`src/design/embi_defs.svh`:
```
// constants for the external memory bus interface
`ifndef EMBI_DEFS_SVH
`define EMBI_DEFS_SVH

// ****************************************************************
// widths
// ****************************************************************
`define EMBI_ADDR_W        24
`define EMBI_DATA_W        8
`define EMBI_NUM_SEL       4
`define EMBI_SEL_FIELD_W   8

// ****************************************************************
// field positions of the address slice compared by the selects
// ****************************************************************
`define EMBI_MEM_SEL_LSB   16
`define EMBI_IO_SEL_LSB    8

// ****************************************************************
// reset values and levels
// ****************************************************************
`define EMBI_INACTIVE      1'h1
`define EMBI_ACTIVE        1'h0
`define EMBI_SEL_NONE      4'hF
`define EMBI_ADDR_RESET    24'h00_0000
`define EMBI_DATA_RESET    8'h00

// ****************************************************************
// timing: least reset hold of the reset source, in clock cycles
// ****************************************************************
`define EMBI_RST_MIN_CYCLES 3

`endif

```
`src/design/embi_pkg.sv`:
```
// types shared by the external memory bus interface
package embi_pkg;

	// bus sequencer states
	typedef enum logic [2:0] {
		ST_IDLE,
		ST_T1,
		ST_T2,
		ST_FLOAT,
		ST_GRANT,
		ST_RESUME
	} embi_state_t;

	// kind of access asked for by the core
	typedef enum logic [2:0] {
		K_MEM_RD,
		K_FETCH,
		K_MEM_WR,
		K_IO_RD,
		K_IO_WR
	} embi_kind_t;

endpackage

```
`src/design/embi_bus_if.sv`:
```
// external memory and i/o bus sequencer with bus hand-over
`timescale 1ns/10ps
`include "embi_defs.svh"
// What this block does
// - address lines are driven in normal operation and floated while an outside master holds the bus.
// - a chip select goes low when an access falls inside its configured memory or i/o range and no lower numbered select also matches.
// - data lines are driven only in own write cycles and left floating for reads.
// - the i/o request strobe is low for i/o accesses, with read or write telling the kind.
// - the memory request strobe is low for memory accesses, with read, write and fetch telling the kind.
// - memory and i/o request lines float during reset and are inputs while the bus is granted away.
// - the read strobe is low while reading the presented address.
// - the write strobe is low while writing the presented address.
// - read and write strobes float for the whole time the bus is granted away; the fetch indicator has no enable and is driven high.
// - the fetch indicator goes low with memory request and read on an instruction fetch.
// - a low wait input from a slow part stretches the read or write while it stays low.
// - the non-maskable interrupt beats maskable ones and is taken at an instruction boundary regardless of enables.
// - on a bus hold request the address, data and control outputs float first, then the grant goes low.
// - the idle indicator goes low after a halt or sleep instruction.

module embi_bus_if
	import embi_pkg::*;
#(
	parameter int ADDR_W  = `EMBI_ADDR_W,
	parameter int DATA_W  = `EMBI_DATA_W,
	parameter int FIELD_W = `EMBI_SEL_FIELD_W
) (
	input  wire logic                          clk,
	input  wire logic                          sys_rst,
	input  wire logic                          reqValid,
	input  wire embi_kind_t                    reqKind,
	input  wire logic [ADDR_W-1:0]             reqAddr,
	input  wire logic [DATA_W-1:0]             reqWrData,
	output logic                               reqReady,
	output logic                               rspValid,
	output logic      [DATA_W-1:0]             rspData,
	input  wire logic [`EMBI_NUM_SEL-1:0]         selEnable,
	input  wire logic [`EMBI_NUM_SEL-1:0]         selIo,
	input  wire logic [`EMBI_NUM_SEL*FIELD_W-1:0] selLow,
	input  wire logic [`EMBI_NUM_SEL*FIELD_W-1:0] selHigh,
	input  wire logic [ADDR_W-1:0]             addrIn,
	output logic      [ADDR_W-1:0]             addrOut,
	output logic                               addrEnable_n,
	input  wire logic [DATA_W-1:0]             dataIn,
	output logic      [DATA_W-1:0]             dataOut,
	output logic                               dataEnable_n,
	output logic                               select0_n,
	output logic                               select1_n,
	output logic                               select2_n,
	output logic                               select3_n,
	input  wire logic                          memoryRequestIn_n,
	output logic                               memory_request_n,
	output logic                               memoryRequestEnable_n,
	input  wire logic                          ioRequestIn_n,
	output logic                               io_request_n,
	output logic                               ioRequestEnable_n,
	output logic                               readStrobe_n,
	output logic                               writeStrobe_n,
	output logic                               fetch_indicator_n,
	output logic                               strobeEnable_n,
	input  wire logic                          waitReq_n,
	input  wire logic                          bus_hold_request_n,
	output logic                               bus_hold_grant_n,
	input  wire logic                          nmi_n,
	input  wire logic                          irqReq,
	input  wire logic                          irqEnable,
	input  wire logic                          instrBoundary,
	output logic                               takeNmi,
	output logic                               takeIrq,
	input  wire logic                          haltInstruction,
	input  wire logic                          sleep_instruction,
	input  wire logic                          wakeEvent,
	output logic                               idle_indicator_n
);

	// ****************************************************************
	// helpers
	// ****************************************************************

	function automatic logic isWrite(input embi_kind_t k);
		return (k == K_MEM_WR) || (k == K_IO_WR);
	endfunction

	function automatic logic isIoKind(input embi_kind_t k);
		return (k == K_IO_RD) || (k == K_IO_WR);
	endfunction

	// ****************************************************************
	// sequencer state
	// ****************************************************************

	embi_state_t              state, next_state;
	embi_kind_t               kind, next_kind;
	logic [ADDR_W-1:0]        next_addrOut;
	logic [DATA_W-1:0]        next_dataOut, next_rspData;
	logic [`EMBI_NUM_SEL-1:0] selN, next_selN;
	logic                     next_addrEnable_n, next_dataEnable_n;
	logic                     next_memory_request_n, next_io_request_n;
	logic                     next_memoryRequestEnable_n;
	logic                     next_ioRequestEnable_n;
	logic                     next_readStrobe_n, next_writeStrobe_n;
	logic                     next_fetch_indicator_n, next_strobeEnable_n;
	logic                     next_bus_hold_grant_n;
	logic                     next_reqReady, next_rspValid;
	logic                     drive, access, accIo;
	logic                     csActive, csIo;
	logic [ADDR_W-1:0]        csAddr;
	logic [`EMBI_NUM_SEL-1:0] csSel_n;

	// while granted away the selects follow the outside master's bus
	assign csAddr   = (next_state == ST_GRANT) ? addrIn : next_addrOut;
	assign csIo     = (next_state == ST_GRANT) ? !ioRequestIn_n : accIo;
	assign csActive = (next_state == ST_GRANT) ?
		(!ioRequestIn_n || !memoryRequestIn_n) : access;

	embi_chip_select #(
		.ADDR_W  (ADDR_W),
		.NUM_SEL (`EMBI_NUM_SEL),
		.FIELD_W (FIELD_W)
	) u_select (
		.addr      (csAddr),
		.active    (csActive),
		.isIo      (csIo),
		.selEnable (selEnable),
		.selIo     (selIo),
		.selLow    (selLow),
		.selHigh   (selHigh),
		.sel_n     (csSel_n)
	);

	// next state and next pin levels; pins follow the next state so
	// every pin comes straight from a flop with no extra cycle of lag
	always_comb begin
		next_state    = state;
		next_kind     = kind;
		next_addrOut  = addrOut;
		next_dataOut  = dataOut;
		next_rspData  = rspData;
		next_rspValid = 1'h0;
		unique case (state)
			ST_IDLE: begin
				if (reqValid && reqReady) begin
					next_state   = ST_T1;
					next_kind    = reqKind;
					next_addrOut = reqAddr;
					next_dataOut = reqWrData;
				end else if (!bus_hold_request_n) begin
					next_state = ST_FLOAT;
				end
			end
			ST_T1:
				next_state = ST_T2;
			ST_T2: begin
				// stretched as long as the slow part holds wait low
				if (waitReq_n) begin
					next_state    = ST_IDLE;
					next_rspValid = 1'h1;
					if (!isWrite(kind))
						next_rspData = dataIn;
				end
			end
			ST_FLOAT:
				next_state = ST_GRANT;
			ST_GRANT: begin
				if (bus_hold_request_n)
					next_state = ST_RESUME;
			end
			ST_RESUME:
				next_state = ST_IDLE;
			default:
				next_state = ST_IDLE;
		endcase

		drive  = (next_state != ST_FLOAT) && (next_state != ST_GRANT);
		access = (next_state == ST_T1) || (next_state == ST_T2);
		accIo  = isIoKind(next_kind);

		next_addrEnable_n          = !drive;
		next_memoryRequestEnable_n = !drive;
		next_ioRequestEnable_n     = !drive;
		next_strobeEnable_n        = !drive;
		next_dataEnable_n = !(access && isWrite(next_kind));
		next_memory_request_n = !(access && !accIo);
		next_io_request_n     = !(access && accIo);
		next_readStrobe_n  = !(access && !isWrite(next_kind));
		next_writeStrobe_n = !(access && isWrite(next_kind));
		next_fetch_indicator_n = !(access && next_kind == K_FETCH);
		next_bus_hold_grant_n  = !(next_state == ST_GRANT);
		next_reqReady = (next_state == ST_IDLE);
		next_selN     = csSel_n;
	end

	// register the sequencer; reset floats every shared line
	always_ff @(posedge clk) begin
		if (sys_rst) begin
			state                 <= ST_IDLE;
			kind                  <= K_MEM_RD;
			addrOut               <= `EMBI_ADDR_RESET;
			dataOut               <= `EMBI_DATA_RESET;
			rspData               <= `EMBI_DATA_RESET;
			rspValid              <= 1'h0;
			reqReady              <= 1'h0;
			selN                  <= `EMBI_SEL_NONE;
			addrEnable_n          <= `EMBI_INACTIVE;
			dataEnable_n          <= `EMBI_INACTIVE;
			memoryRequestEnable_n <= `EMBI_INACTIVE;
			ioRequestEnable_n     <= `EMBI_INACTIVE;
			strobeEnable_n        <= `EMBI_INACTIVE;
			memory_request_n      <= `EMBI_INACTIVE;
			io_request_n          <= `EMBI_INACTIVE;
			readStrobe_n          <= `EMBI_INACTIVE;
			writeStrobe_n         <= `EMBI_INACTIVE;
			fetch_indicator_n     <= `EMBI_INACTIVE;
			bus_hold_grant_n      <= `EMBI_INACTIVE;
		end else begin
			state                 <= next_state;
			kind                  <= next_kind;
			addrOut               <= next_addrOut;
			dataOut               <= next_dataOut;
			rspData               <= next_rspData;
			rspValid              <= next_rspValid;
			reqReady              <= next_reqReady;
			selN                  <= next_selN;
			addrEnable_n          <= next_addrEnable_n;
			dataEnable_n          <= next_dataEnable_n;
			memoryRequestEnable_n <= next_memoryRequestEnable_n;
			ioRequestEnable_n     <= next_ioRequestEnable_n;
			strobeEnable_n        <= next_strobeEnable_n;
			memory_request_n      <= next_memory_request_n;
			io_request_n          <= next_io_request_n;
			readStrobe_n          <= next_readStrobe_n;
			writeStrobe_n         <= next_writeStrobe_n;
			fetch_indicator_n     <= next_fetch_indicator_n;
			bus_hold_grant_n      <= next_bus_hold_grant_n;
		end
	end

	assign select0_n = selN[0];
	assign select1_n = selN[1];
	assign select2_n = selN[2];
	assign select3_n = selN[3];

	// ****************************************************************
	// interrupt arbitration and idle indicator
	// ****************************************************************

	logic nmiPrev, next_nmiPrev, nmiPending, next_nmiPending;
	logic next_takeNmi, next_takeIrq, next_idle_indicator_n;

	// nmi is edge-caught so a long low level is taken only once; a new
	// edge in the cycle it is taken keeps the pending flag set
	always_comb begin
		next_nmiPrev    = nmi_n;
		next_nmiPending = nmiPending;
		next_takeNmi    = 1'h0;
		next_takeIrq    = 1'h0;
		if (instrBoundary) begin
			if (nmiPending) begin
				next_takeNmi    = 1'h1;
				next_nmiPending = 1'h0;
			end else if (irqReq && irqEnable) begin
				next_takeIrq = 1'h1;
			end
		end
		if (nmiPrev && !nmi_n)
			next_nmiPending = 1'h1;
		// entry into halt or sleep beats a wake in the same cycle
		next_idle_indicator_n = idle_indicator_n;
		if (wakeEvent)
			next_idle_indicator_n = `EMBI_INACTIVE;
		if (haltInstruction || sleep_instruction)
			next_idle_indicator_n = `EMBI_ACTIVE;
	end

	always_ff @(posedge clk) begin
		if (sys_rst) begin
			nmiPrev          <= `EMBI_INACTIVE;
			nmiPending       <= 1'h0;
			takeNmi          <= 1'h0;
			takeIrq          <= 1'h0;
			idle_indicator_n <= `EMBI_INACTIVE;
		end else begin
			nmiPrev          <= next_nmiPrev;
			nmiPending       <= next_nmiPending;
			takeNmi          <= next_takeNmi;
			takeIrq          <= next_takeIrq;
			idle_indicator_n <= next_idle_indicator_n;
		end
	end
endmodule

```
`src/design/embi_chip_select.sv`:
```
// address range decoder that builds the active-low chip selects
`timescale 1ns/10ps
`include "embi_defs.svh"

module embi_chip_select #(
	parameter int ADDR_W  = `EMBI_ADDR_W,
	parameter int NUM_SEL = `EMBI_NUM_SEL,
	parameter int FIELD_W = `EMBI_SEL_FIELD_W
) (
	input  wire logic [ADDR_W-1:0]          addr,
	input  wire logic                       active,
	input  wire logic                       isIo,
	input  wire logic [NUM_SEL-1:0]         selEnable,
	input  wire logic [NUM_SEL-1:0]         selIo,
	input  wire logic [NUM_SEL*FIELD_W-1:0] selLow,
	input  wire logic [NUM_SEL*FIELD_W-1:0] selHigh,
	output logic      [NUM_SEL-1:0]         sel_n
);

	// ****************************************************************
	// range compare
	// ****************************************************************

	// memory ranges look at the top byte, i/o ranges at the port byte;
	// the lowest numbered select wins so only one ever goes low
	always_comb begin
		logic [FIELD_W-1:0] slice;
		logic               hit;
		slice = isIo ? addr[`EMBI_IO_SEL_LSB +: FIELD_W]
			: addr[`EMBI_MEM_SEL_LSB +: FIELD_W];
		hit   = 1'h0;
		sel_n = '1;
		for (int i = 0; i < NUM_SEL; i++) begin
			if (!hit && active && selEnable[i] && (selIo[i] == isIo) &&
				slice >= selLow[i*FIELD_W +: FIELD_W] &&
				slice <= selHigh[i*FIELD_W +: FIELD_W]) begin
				sel_n[i] = `EMBI_ACTIVE;
				hit      = 1'h1;
			end
		end
	end

endmodule

```
`config.mk`:
```
export PLATFORM = sky130hd
export DESIGN_NAME = embi_bus_if
export DESIGN_NICKNAME = d
export VERILOG_FILES = /design/src/design/embi_pkg.sv /design/src/design/embi_bus_if.sv /design/src/design/embi_chip_select.sv
export VERILOG_INCLUDE_DIRS = /design/src /design/src/design
export SDC_FILE = /design/constraint.sdc
export NUM_CORES = 1
export LEC_CHECK = 0
export ABC_CLOCK_PERIOD_IN_PS = 3200
export BUFFER_PORTS_ARGS = -buffer_cell sky130_fd_sc_hd__buf_2
export CELL_PAD_IN_SITES_DETAIL_PLACEMENT = 1
export CELL_PAD_IN_SITES_GLOBAL_PLACEMENT = 2
export CORE_MARGIN = 5
export CORE_UTILIZATION = 23
export DETAILED_ROUTE_END_ITERATION = 16
export HOLD_SLACK_MARGIN = 0.08
export PLACE_DENSITY_LB_ADDON = 0.1
export SYNTH_ARGS = -nofsm -noshare
export SYNTH_HDL_FRONTEND = slang
export SYNTH_SLANG_ARGS = --single-unit
```
`constraint.sdc`:
```
create_clock -name clk -period 3.2 [get_ports clk]
set_input_delay 0.16 -clock clk [delete_from_list [all_inputs] [get_ports clk]]
set_output_delay 0.16 -clock clk [all_outputs]
set_load 0.02 [all_outputs]
```
==> impl_metrics.json <==
{
  "area_growth_pct": 59.99,
  "cts_root_buffer": "clkbuf_16",
  "ant_nets": 0,
  "fin_crit_sh_pct": 104.8,
  "fill_cells": 2269,
  "drt_iter0_drc": 78,
  "syn_inst": 536,
  "stdcell_count": 1063,
  "synth-compound-area-share_pct": 17.03,
  "yosys_warnings": 0,
  "ys_async_sr_fraction_pct": 0,
  "path_cells": "or4b_4 > and2_4 > a31oi_4 > buf_12 > mux2i_1 > a221o_2 > ha_4 > nand2b_4 > a21o_1 > a211o_1 > a21oi_2 > or3_4 > or3b_1",
  "overflow": 0,
  "synth_edf_count": 0,
  "syn-num-nets": 753,
  "drcViolationCount": 0,
  "cp-start-kind": "register",
  "clk_pin_slew_ps": 50,
  "first_pass_iters": 4,
  "dpl.hpwl_um": 14360,
  "diodes": 0,
  "chipWidth_um": 147.6,
  "ff2ff_path_depth": 13,
  "tightest_slew_ps": 1048,
  "fin_nets": 1042,
  "regArea_mm2": 0.001285,
  "dpl-instance-area_mm2": 0.005956,
  "die_h_um": 147.6,
  "fin_hold_ws_ps": 98.13,
  "met3_wirelength_um": 1103,
  "synthAdderAreaFrac_pct": 18.38,
  "pwr_density_cell_mw_per_mm2": 443.0,
  "grt_max_degree": 51,
  "syn-cell-area_mm2": 0.004357,
  "synth_top_family_by_area": "simple AND/OR/NAND/NOR gates",
  "critPathKind": "reg2reg",
  "totalWireLength_um": 18130,
  "synthSimpleGateAreaFrac_pct": 18.98,
  "final_util_pct": 37.26,
  "tritoncts": "built",
  "core_mm2": 0.01871,
  "multi_input_area_mm2": 0.003007,
  "fin_setup_tns_ps": -529.6,
  "setup_viol": 4,
  "num_vias": 4865,
  "critPathRequiredTime_ps": 3410,
  "cp_slowest_cell": "or4b_4",
  "hold_depth": 3,
  "dpl.cell_count": 996,
  "status": "complete, but fails checks",
  "start_util_pct": 23.29,
  "layout_common_cells": "buf_2, nand2_1, dfxtp_1, inv_1, ha_1",
  "htree_levels": 3,
  "layout.cells.most_common": "buf_2",
  "clock.fmax_mhz": 298.2,
  "p_leak_nw": 3.489,
  "clk_latency_ps": 330,
  "yosys.area_share.xor_xnor_pct": 1.177,
  "synth-seq-cells": 64,
  "skew_ps": 7.658,
  "grt_pass1_wl_um": 28510,
  "clkSinkCount": 64,
  "crit_path_end_kind": "register",
  "numCtsBuffers": 9,
  "top_layer": "met4",
  "peakVddDrop_v": 0.0002495,
  "crit_fanout": 6,
  "maxCapViolCount": 0,
  "hold_viol_final": 0,
  "reg2reg_setup_slack_ps": -150,
  "slew-limit-headroom_pct": 30.17,
  "muxShareOfSynthArea_pct": 7.783,
  "fin_area_mm2": 0.006970,
  "failed_checks": "negative setup slack",
  "whs_endpoint": "addrOut[22]$_SDFF_PP0_",
  "cp.arrival_ps": 3560,
  "viasPerCell": 4.577,
  "finalPower_mw": 3.088,
  "routedWlPerCell_um": 17.06,
  "first_global_vias": 5460,
  "hold_path_class": "in2reg",
  "critical-path-max-stage-delay_ps": 550,
  "r2r-end": "selN[1]$_SDFF_PP1_",
  "layout_setup_ws_ps": -153.5,
  "maxSlewViolCount": 0,
  "antenna_found_initial": 0,
  "portBuffers": 204,
  "period_needed_ps": 3354,
  "postSynthAreaPerCell_um2": 8.128,
  "drive_gt1_share_pct": 40.05,
  "ys_dominant_reg_cell": "dfxtp_1",
  "ys_seq_area_share_pct": 29.41,
  "rsz0062_at_grt": "yes",
  "wl_met2_um": 9004,
  "clockBufferDepth": 2,
  "dieArea_mm2": 0.02179,
  "gp_congestion": 0.8504,
  "dp_slack_ps": -491.7,
  "boundaryPins": 213,
  "drt-met1-wl_um": 7843,
  "ys_types": 54,
  "grt_use_total_pct": 16.59,
  "r2r-start": "state[0]$_SDFF_PP0_",
  "hold_path.startpoint": "reqAddr[22]",
  "rows": 50
}
## timing repair
| action | 4_1_cts | 5_1_grt |
|---|---|---|
| pin swaps | 22 | 8 |
| endpoints found under the setup margin | 4 | 4 |
| setup buffers | 9 | 2 |
| gates resized for setup | 36 | 16 |
| hold endpoints to repair | 40 | 0 |
| hold buffers | 42 | 0 |
## cells in the mapped netlist, types with 2 or more instances
master / n / share of area (%)
and3_1: 2 / 0.29
a221o_1: 2 / 0.46
o211ai_1: 6 / 1.0
o21ai_0: 15 / 1.7
inv_1: 58 / 5.0
o2111ai_1: 2 / 0.40
xnor2_1: 4 / 0.80
nand3b_1: 2 / 0.34
or2_2: 2 / 0.29
nand2_1: 86 / 7.4
a21oi_1: 68 / 7.8
a21o_1: 3 / 0.52
buf_4: 4 / 0.69
nor2b_1: 7 / 1.0
mux2i_1: 17 / 3.9
and4_1: 2 / 0.40
nor3_1: 5 / 0.57
a2111oi_0: 3 / 0.60
ha_1: 64 / 18
nand4_1: 10 / 1.4
nand4b_1: 3 / 0.60
nor3b_1: 2 / 0.34
mux2_2: 15 / 3.9
o21ai_1: 3 / 0.34
clkbuf_1: 15 / 1.3
nor4b_1: 3 / 0.60
a211o_1: 2 / 0.40
nand2b_1: 10 / 1.4
and2_1: 4 / 0.57
o22ai_1: 8 / 1.1
nor2_1: 20 / 1.7
dfxtp_1: 64 / 29
o21a_1: 4 / 0.69
## worst max-delay path by stage
stage | start | end | slack, ps | cells past startpoint
final | state[0]$_SDFF_PP0_ | selN[1]$_SDFF_PP1_ | -150 | 13
after floorplan | state[0]$_SDFF_PP0_ | selN[1]$_SDFF_PP1_ | -190 | 13
after global placement | state[0]$_SDFF_PP0_ | selN[1]$_SDFF_PP1_ | -360 | 13
after detailed placement | state[0]$_SDFF_PP0_ | selN[1]$_SDFF_PP1_ | -490 | 13
after CTS | state[0]$_SDFF_PP0_ | selN[1]$_SDFF_PP1_ | -190 | 14
after global routing | state[0]$_SDFF_PP0_ | selN[3]$_SDFF_PP1_ | -300 | 15
## logic make-up after synthesis
group / count (synthesis)
AOI/OAI and AO/OA: 125
xor gates and xnor gates: 5
adders and majority gates: 64
buffers and inverters: 78
DFF: 64
muxes: 32
and+or+nand+nor: 168
## final cells by class
type | instances | share of cell area, %
multi-input combinational | 394 | 43.13
clock inverter | 5 | 0.4847
clock buffer | 10 | 3.428
sequential | 64 | 18.43
inverter | 58 | 3.123
tap | 234 | 4.200
timing repair buffer | 298 | 27.19
## worst max-delay path: cells and delay by family, from the launching register on
kind | cells | cell delay, ps
adders and majority gates | 1 | 240
buffers and inverters | 1 | 150
DFF | 1 | 330
muxes | 1 | 70
AOI/OAI and AO/OA | 5 | 1120
and+or+nand+nor | 5 | 1320
## layer usage
metal  vias up  global-route usage (%)
met5         -                       0
met4         0                   3.635
met3        10                   4.752
met2       136                   29.20
met1      2272                   20.09
li1       2447                       -
## power by group
group,internal [mW],leakage (nW),switching (mW),total [mW]
logic,0.625,2.84,0.671,1.30
registers,0.848,0.522,0.0317,0.879
clock network,0.539,0.130,0.373,0.912
total,2.01,3.49,1.08,3.09
Note: power is estimated with default switching activity, not from simulation.
